$ cat config.mk
export PLATFORM = sky130hd
export DESIGN_NAME = lbf_flow_ctrl
export DESIGN_NICKNAME = d
export VERILOG_FILES = /design/src/logic/lbf_pkg.sv /design/src/logic/lbf_skip_table.sv /design/src/logic/lbf_flow_ctrl.sv
export SDC_FILE = /design/constraint.sdc
export NUM_CORES = 2
export LEC_CHECK = 0
export BUFFER_PORTS_ARGS = -buffer_cell sky130_fd_sc_hd__buf_4
export CELL_PAD_IN_SITES_DETAIL_PLACEMENT = 0
export CELL_PAD_IN_SITES_GLOBAL_PLACEMENT = 1
export CORE_MARGIN = 8
export CORE_UTILIZATION = 30
export CTS_BUF_LIST = sky130_fd_sc_hd__clkbuf_8
export DETAILED_ROUTE_END_ITERATION = 7
export GPL_TIMING_DRIVEN = 0
export PLACE_DENSITY = 0.58
export SLEW_MARGIN = 20
export SYNTH_ARGS = -nofsm -noshare
export SYNTH_HDL_FRONTEND = slang
export SYNTH_HIERARCHICAL = 1
export SYNTH_SLANG_ARGS = --single-unit
$ cat constraint.sdc
create_clock -name i_clk_sys -period 2.62 [get_ports i_clk_sys]
set_input_delay 0.131 -clock i_clk_sys [delete_from_list [all_inputs] [get_ports i_clk_sys]]
set_output_delay 0.131 -clock i_clk_sys [all_outputs]
set_load 0.01 [all_outputs]
$ cat src/logic/lbf_pkg.sv
/*
 * Shared constants and carriers for the ladder branch and flow-control unit:
 * program address width, temporary condition bit count, skip numbering,
 * instruction opcodes and the packed request and issue structs.
 * Assumes the fetch side presents one decoded instruction word per step.
 */
package lbf_pkg;

	// Program address and stepping
	localparam int PROG_AW = 16;
	localparam logic [PROG_AW-1:0] PC_RESET = 16'h0000;
	localparam logic [PROG_AW-1:0] PC_STEP = 16'h0001;

	// Temporary condition bits
	localparam int TEMP_BITS = 8;
	localparam int TEMP_IW = 3;
	localparam logic [TEMP_BITS-1:0] TEMP_RESET = 8'h00;

	// Skip numbering: 00 is the shared searching kind, 01..99 are table driven
	localparam int SKIP_NW = 7;
	localparam int SKIP_COUNT = 100;
	localparam logic [SKIP_NW-1:0] SKIP_SHARED = 7'h00;
	localparam logic [SKIP_NW-1:0] SKIP_LAST = 7'h63;

	// Reset levels of the condition path
	localparam logic COND_RESET = 1'b0;
	localparam logic GATE_OPEN = 1'b1;

	// Instruction classes seen by this unit
	typedef enum logic [3:0] {
		OP_LOGIC,
		OP_LOAD_BIT,
		OP_RIGHT,
		OP_STORE_TEMP,
		OP_LOAD_TEMP,
		OP_GATE,
		OP_RELEASE,
		OP_SKIP_START,
		OP_SKIP_END
	} lbf_op_e;

	// One fetched instruction; bit_value is the new line condition for
	// OP_LOGIC and OP_LOAD_BIT, computed by the bit unit
	typedef struct packed {
		lbf_op_e op;
		logic [SKIP_NW-1:0] operand;
		logic bit_value;
	} lbf_instr_s;

	// Instruction issued to the executing units with its final condition
	typedef struct packed {
		logic valid;
		lbf_op_e op;
		logic [SKIP_NW-1:0] operand;
		logic cond;
	} lbf_exec_s;

endpackage : lbf_pkg

$ cat src/logic/lbf_skip_table.sv
/*
 * Skip-end address table: one program address per skip number,
 * written by the program loader, read with one cycle of latency.
 * Assumes the loader fills it before execution starts.
 */
`timescale 1ns/1ps

module lbf_skip_table (
	input wire logic i_clk_sys,
	input wire logic i_we,
	input wire logic [lbf_pkg::SKIP_NW-1:0] i_wr_num,
	input wire logic [lbf_pkg::PROG_AW-1:0] i_wr_addr,
	input wire logic [lbf_pkg::SKIP_NW-1:0] i_rd_num,
	output logic [lbf_pkg::PROG_AW-1:0] o_rd_addr
);
	import lbf_pkg::*;

	logic [PROG_AW-1:0] mem_reg [SKIP_COUNT];

	// Plain storage with no reset, so it maps onto block memory
	always_ff @(posedge i_clk_sys) begin
		if (i_we && (i_wr_num <= SKIP_LAST)) begin
			mem_reg[i_wr_num] <= i_wr_addr;
		end
		o_rd_addr <= mem_reg[i_rd_num];
	end

endmodule : lbf_skip_table

$ cat src/logic/lbf_flow_ctrl.sv
/*
 * Execution-flow unit of a ladder program executor: temporary condition
 * bits, section gating and skips over program sections.
 * Assumes i_instr is the word at o_fetch_addr whenever i_instr_valid is
 * high, and that the bit unit folds o_cond into OP_LOGIC results.
 */
`timescale 1ns/1ps

//
// Behaviour
// - Exactly eight temporary condition bits, indexed zero to seven.
// - Storing to a temporary bit copies the current execution condition.
// - Loading a temporary bit replaces the condition with the saved value.
// - A saved temporary bit may be reloaded any number of times.
// - Each return to the left rail starts a new instruction block.
// - Section gate condition governs everything up to the next release.
// - Gate OFF runs every right-hand instruction with OFF condition.
// - Gate ON lets each line use its own condition, equal to ANDing.
// - After release, ordinary execution resumes with the next line.
// - Several gates before one release; inner gates only restrict.
// - Skip start with ON condition executes following code normally.
// - Skip start OFF moves to skip end, executing and changing nothing.
// - Skip instructions carry number 00 to 99, selecting skip kind.
// - Numbered OFF skip transfers straight to the matching skip end.
// - Skip 00 starts may repeat, even consecutively, sharing one end.
// - Skip 00 OFF searches forward for next end 00, continues after.

module lbf_flow_ctrl (
	input wire logic i_clk_sys,
	input wire logic i_reset,
	input wire logic i_scan_restart,
	input wire logic i_instr_valid,
	input wire lbf_pkg::lbf_instr_s i_instr,
	input wire logic i_tbl_we,
	input wire logic [lbf_pkg::SKIP_NW-1:0] i_tbl_num,
	input wire logic [lbf_pkg::PROG_AW-1:0] i_tbl_addr,
	output logic [lbf_pkg::PROG_AW-1:0] o_fetch_addr,
	output logic o_cond,
	output logic o_gate_open,
	output logic o_busy,
	output lbf_pkg::lbf_exec_s o_exec,
	output logic o_temp_reuse,
	output logic [lbf_pkg::TEMP_BITS-1:0] o_temp_bits
);
	import lbf_pkg::*;

	typedef enum logic [1:0] {
		ST_RUN,
		ST_TABLE_WAIT,
		ST_SEARCH
	} lbf_state_e;

	lbf_state_e state_reg;
	lbf_state_e state_next;
	logic [PROG_AW-1:0] pc_reg;
	logic [PROG_AW-1:0] pc_next;
	logic cond_reg;
	logic cond_next;
	logic gate_reg;
	logic gate_next;
	logic [TEMP_BITS-1:0] temp_reg;
	logic [TEMP_BITS-1:0] temp_next;
	logic [TEMP_BITS-1:0] used_reg;
	logic [TEMP_BITS-1:0] used_next;
	logic busy_reg;
	logic reuse_reg;
	logic reuse_next;
	lbf_exec_s exec_reg;
	lbf_exec_s exec_next;
	logic [PROG_AW-1:0] table_addr;

	// Decode of the current word, only meaningful while running
	wire logic run_step = (state_reg == ST_RUN) && i_instr_valid;
	wire logic [TEMP_IW-1:0] temp_idx = i_instr.operand[TEMP_IW-1:0];
	wire logic [TEMP_BITS-1:0] temp_onehot = TEMP_BITS'(1) << temp_idx;
	wire logic is_store_temp = run_step && (i_instr.op == OP_STORE_TEMP);
	wire logic is_load_temp = run_step && (i_instr.op == OP_LOAD_TEMP);
	wire logic is_load_bit = run_step && (i_instr.op == OP_LOAD_BIT);
	wire logic is_logic = run_step && (i_instr.op == OP_LOGIC);
	wire logic is_right = run_step && (i_instr.op == OP_RIGHT);
	wire logic is_gate = run_step && (i_instr.op == OP_GATE);
	wire logic is_release = run_step && (i_instr.op == OP_RELEASE);
	wire logic is_skip_start = run_step && (i_instr.op == OP_SKIP_START);

	// Gated condition: an OFF gate wins over any line condition
	wire logic eff_cond = cond_reg & gate_reg;
	wire logic skip_shared = (i_instr.operand == SKIP_SHARED);
	wire logic skip_taken = is_skip_start && !eff_cond;
	wire logic skip_by_table = skip_taken && !skip_shared;
	wire logic skip_by_search = skip_taken && skip_shared;
	wire logic search_hit = i_instr_valid && (i_instr.op == OP_SKIP_END)
		&& (i_instr.operand == SKIP_SHARED);
	wire logic [PROG_AW-1:0] pc_inc = pc_reg + PC_STEP;

	// Skip-end addresses; the read is registered, hence the wait state
	lbf_skip_table lbf_skip_table_inst (
		.i_clk_sys(i_clk_sys),
		.i_we(i_tbl_we),
		.i_wr_num(i_tbl_num),
		.i_wr_addr(i_tbl_addr),
		.i_rd_num(i_instr.operand),
		.o_rd_addr(table_addr)
	);

	// Program address and state sequencing
	always_comb begin
		state_next = state_reg;
		pc_next = pc_reg;
		case (state_reg)
			ST_RUN: begin
				if (skip_by_table) begin
					state_next = ST_TABLE_WAIT;
				end else if (skip_by_search) begin
					state_next = ST_SEARCH;
					pc_next = pc_inc;
				end else if (run_step) begin
					pc_next = pc_inc;
				end
			end
			ST_TABLE_WAIT: begin
				// Land on the matching end, which then runs as a no-op
				pc_next = table_addr;
				state_next = ST_RUN;
			end
			ST_SEARCH: begin
				// Walk forward; ends 00 shared by any number of starts
				if (i_instr_valid) begin
					pc_next = pc_inc;
				end
				if (search_hit) begin
					state_next = ST_RUN;
				end
			end
			default: begin
				state_next = ST_RUN;
			end
		endcase
		if (i_scan_restart) begin
			state_next = ST_RUN;
			pc_next = PC_RESET;
		end
	end

	// Line condition: loads and logic results replace it, temps restore it
	always_comb begin
		cond_next = cond_reg;
		if (is_load_bit || is_logic) begin
			cond_next = i_instr.bit_value;
		end else if (is_load_temp) begin
			cond_next = temp_reg[temp_idx];
		end else if (is_gate) begin
			// Lines after a gate carry the gated condition until their own load
			cond_next = eff_cond;
		end
	end

	// Gating flag: OFF gate forces it closed until the release or a scan restart
	always_comb begin
		gate_next = gate_reg;
		if (is_gate && !cond_reg) begin
			gate_next = !GATE_OPEN;
		end else if (is_release) begin
			gate_next = GATE_OPEN;
		end
		if (i_scan_restart) begin
			gate_next = GATE_OPEN;
		end
	end

	// Temporary bits and the per-block usage mask behind the reuse warning
	always_comb begin
		temp_next = temp_reg;
		used_next = used_reg;
		reuse_next = 1'b0;
		if (is_store_temp) begin
			temp_next[temp_idx] = cond_reg;
			used_next = used_reg | temp_onehot;
			reuse_next = |(used_reg & temp_onehot);
		end else if (is_load_bit) begin
			used_next = TEMP_RESET;
		end
	end

	// Issue path: only right-hand work leaves the unit, never while skipping
	always_comb begin
		exec_next = '0;
		if (is_right) begin
			exec_next.valid = 1'b1;
			exec_next.op = i_instr.op;
			exec_next.operand = i_instr.operand;
			exec_next.cond = eff_cond;
		end
	end

	// Control state; async reset loads constants only
	always_ff @(posedge i_clk_sys or posedge i_reset) begin
		if (i_reset) begin
			state_reg <= ST_RUN;
			pc_reg <= PC_RESET;
			busy_reg <= 1'b0;
		end else begin
			state_reg <= state_next;
			pc_reg <= pc_next;
			busy_reg <= (state_next != ST_RUN);
		end
	end

	// Condition path registers
	always_ff @(posedge i_clk_sys or posedge i_reset) begin
		if (i_reset) begin
			cond_reg <= COND_RESET;
			gate_reg <= GATE_OPEN;
			temp_reg <= TEMP_RESET;
			used_reg <= TEMP_RESET;
		end else begin
			cond_reg <= cond_next;
			gate_reg <= gate_next;
			temp_reg <= temp_next;
			used_reg <= used_next;
		end
	end

	// Registered issue and warning outputs
	always_ff @(posedge i_clk_sys or posedge i_reset) begin
		if (i_reset) begin
			exec_reg <= '0;
			reuse_reg <= 1'b0;
		end else begin
			exec_reg <= exec_next;
			reuse_reg <= reuse_next;
		end
	end

	assign o_fetch_addr = pc_reg;
	assign o_cond = cond_reg;
	assign o_gate_open = gate_reg;
	assign o_busy = busy_reg;
	assign o_exec = exec_reg;
	assign o_temp_reuse = reuse_reg;
	assign o_temp_bits = temp_reg;

endmodule : lbf_flow_ctrl

==> out/metrics.cfg <==
[drt]
ant_nets=0
firstDrtPassIters=6
drc=0
via_per_inst=5.120
wirelength_mm=192.5
wl_per_cell_um=29.90
drt-initial-drc-count=3633
via_count=32960

[global_route]
grt_pass1_vias=33660
antenna_found_initial=9
grt_use_total_pct=16.34
grt_start_max_net_pins=101
grt_overflow=0
grt_pass1_wl_mm=266.3

[clocking]
cts_num_sinks=1667
cts-root-buf=clkbuf_8
cts_tree=done
clockBufferDepth=4
clkTransAtPathRegs_ns=0.06
htree_levels=5
cts_made_buffers=303
clock_latency_ns=1.02

[timing]
slew_viol_final=0
period_share_pct=105.1
rsz0062_at_grt=no
hold_slack_ns=0.1006
final-hold-violation-count=0
fin_worst_skew_ns=0.08216
setup_ws_ns=-0.1325
relSlewSlack_pct=22.68
finalSetupViolCount=30
fin_tns_setup_ns=-0.8025
fmax_mhz=363.3
period_needed_ns=2.752
worst_slew_pin_slew_ns=1.160

[logic_synthesis]
synth_area_leaders=edfxtp_1 (75%), mux4_2 (16%), dfrtp_1 (1.9%)
syn_avg_cell_area_um2=22.17
synthCells=2899
ys_types=63
yosysTopAreaCell=edfxtp_1
synth_simple_gate_area_share_pct=2.439
syn_area_um2=64270
ys_seq_elements=1667
synthAdderAreaFrac_pct=0.01947
seq_area_frac_synth_pct=77.24
synth_top_family_by_area=multiplexers
synth_mux_area_share_pct=16.33
synth_compound_area_share_pct=2.381
synth.top_cell.area_share_pct=74.76
synth_flop_cell=edfxtp_1
synth-edff-count=1600
synth-xor-area-share_pct=0.1908
yosysWarnings=6
async_reset_ff_share_pct=3.059

[outcome]
status=complete, but fails checks
violations=setup timing

[placed_design]
place_area_um2=69670
io_buffer_count=76
gpl.final_weighted_congestion=0.8269
dp_slack_ns=-1.695
dp_hpwl_mm=122.4

[setup_path]
reg2regPathDepth=6
crit_arrival_ns=3.63
start_kind=input port
crit_chain=buf_4 > clkbuf_1 > nor2b_1 > nand2_1 > o22ai_1 > a211oi_1 > a221oi_2 > a31oi_1
critPathCaptureType=flip-flop
cpPeakStageDelay_ns=0.92
slowest_stage=a211oi_1
r2r_end=lbf_skip_table_inst/o_rd_addr[15]
cp_max_fo=10
cp.required_ns=3.50
crit_type=input port to flip-flop
worstReg2RegStart=lbf_skip_table_inst/mem_reg[15][15]
ff2ff_setup_slack_ns=0.08

[die]
rows=170
dieWidth_um=478.9
boundaryPins=81
start_util_pct=30.07
die_h_um=478.9
die_area_um2=229300
core-area_um2=213800

[job]
cap_violations=0

[min_path]
whs_endpoint=lbf_skip_table_inst/mem_reg[90][13]
min_path_cells=3
hold_start=i_tbl_num[2]
hold_path.class=input port to flip-flop

[pwr]
p_leak_uw=0.02377
irDropWorstVdd_v=0.0003956
power.density_nw_per_um2=720.5

[finish]
drive_gt1_share_pct=32.47
layout.core_utilization_pct=35.40
nNetsFinal=3438
final_area_um2=75670
areaGrowthSynthToFinish_pct=17.74
largest_register_ffs=1600

-- power breakdown --
group          switching, uW  total, uW  leakage (uW)  internal, uW
logic                   2140       3230       0.00560          1090
registers               60.4      29400        0.0152         29400
clock network          10500      21900       0.00296         11400
-- synth_stat cells (11+ instances only) --
library cell	number
a211oi_1	37
a21oi_1	24
a221oi_1	17
a22oi_1	25
a31oi_1	28
and2_1	11
buf_1	18
buf_2	33
buf_4	25
buf_6	17
clkbuf_1	64
dfrtp_1	50
dfxtp_1	16
edfxtp_1	1600
mux2i_1	38
mux4_2	445
nand2_1	92
nand3_1	17
nor2_1	149
nor2b_1	24
nor3_1	15
o21ai_0	15
o22ai_1	27
xnor2_1	14
-- critical path: cells and delay by family --
family | cells | cell delay [ns]
compound gates | 4 | 1.71
buf+inv | 2 | 0.99
simple gates | 2 | 0.78
-- metrics by stage --
stage | total power, uW | instances
3_3_place_gp | 33040 | 5815
5_1_grt | 56290 | 6436
4_1_cts | 55060 | 6426
6_report | 54520 | 6438
2_1_floorplan | 31450 | 2901
3_5_place_dp | 33120 | 5868
-- layer usage --
layer | vias to the layer above | share of wire (%) | GRT usage [%]
li1 | 13290 | - | -
met1 | 18110 | 43 | 22.36
met2 | 1304 | 48 | 26.46
met3 | 263 | 7.0 | 3.594
met4 | 0 | 2.3 | 4.385
met5 | - | 0 | 0
-- layout by cell type (no fill, tap or decap), types with 12 or more instances in the layout --
cell / n
dlygate4sd3_1: 59
a21oi_1: 22
dfxtp_1: 16
clkinv_1: 70
edfxtp_1: 1600
a221oi_1: 12
xnor2_1: 14
dfrtp_1: 50
buf_2: 34
clkbuf_8: 312
buf_4: 91
a22oi_1: 25
nor2_1: 48
nor2_4: 51
a31oi_1: 28
nor2b_1: 24
o22ai_1: 27
nor2_2: 51
a211oi_1: 36
o21ai_0: 14
buf_8: 17
clkinv_2: 20
buf_6: 61
nor3_1: 15
clkbuf_2: 20
mux2i_1: 38
mux4_2: 445
nand2_1: 92
inv_1: 94
nand3_1: 17
clkbuf_1: 42
-- cell type report --
cell class | instances | area, um^2
Antenna cell | 9 | 22.52
Clock buffer | 312 | 4294
Timing Repair Buffer | 191 | 1994
Inverter | 12 | 47.55
Sequential cell | 1667 | 49640
Buffer | 157 | 922.1
Fill cell | 19830 | 138100
Multi-Input combinational cell | 1065 | 14310
Clock inverter | 187 | 885.9
Tap cell | 2838 | 3551
-- worst max-delay path by stage --
| stage | startpoint | to | slack, ns | depth (start not counted) |
|---|---|---|---|---|
| 6_report | i_instr[5] | lbf_skip_table_inst/o_rd_addr[10] | -0.13 | 8 |
| 5_1_grt | i_instr[2] | lbf_skip_table_inst/o_rd_addr[13] | 0.003 | 8 |
| 4_1_cts | i_instr[2] | lbf_skip_table_inst/o_rd_addr[7] | 0.02 | 9 |
| 3_5_place_dp | i_instr[2] | lbf_skip_table_inst/o_rd_addr[14] | -1.70 | 9 |
| 3_3_place_gp | i_tbl_num[2] | lbf_skip_table_inst/mem_reg[50][6] | -2.15 | 7 |
| 2_1_floorplan | i_tbl_num[2] | lbf_skip_table_inst/mem_reg[26][0] | 0.54 | 6 |
-- what timing repair did --
action	CTS	global route
cloned	0	0
hold buffers	59	0
gates resized for setup	21	13
endpoints found under the hold margin	1865	0
setup buffers	0	1
pin swaps	0	1
endpoints found under the setup margin	16	10
-- logic make-up (layout without fill, tap and decap cells) --
logic type,after synthesis,after routing
other,1,12
adders and majority gates,1,1
muxes,491,491
buffers and inverters,169,859
AOI/OAI and AO/OA,211,211
xor gates and xnor gates,14,14
DFF,1667,1667
and+or+nand+nor,345,345
Power figures use the tool's default switching activity.
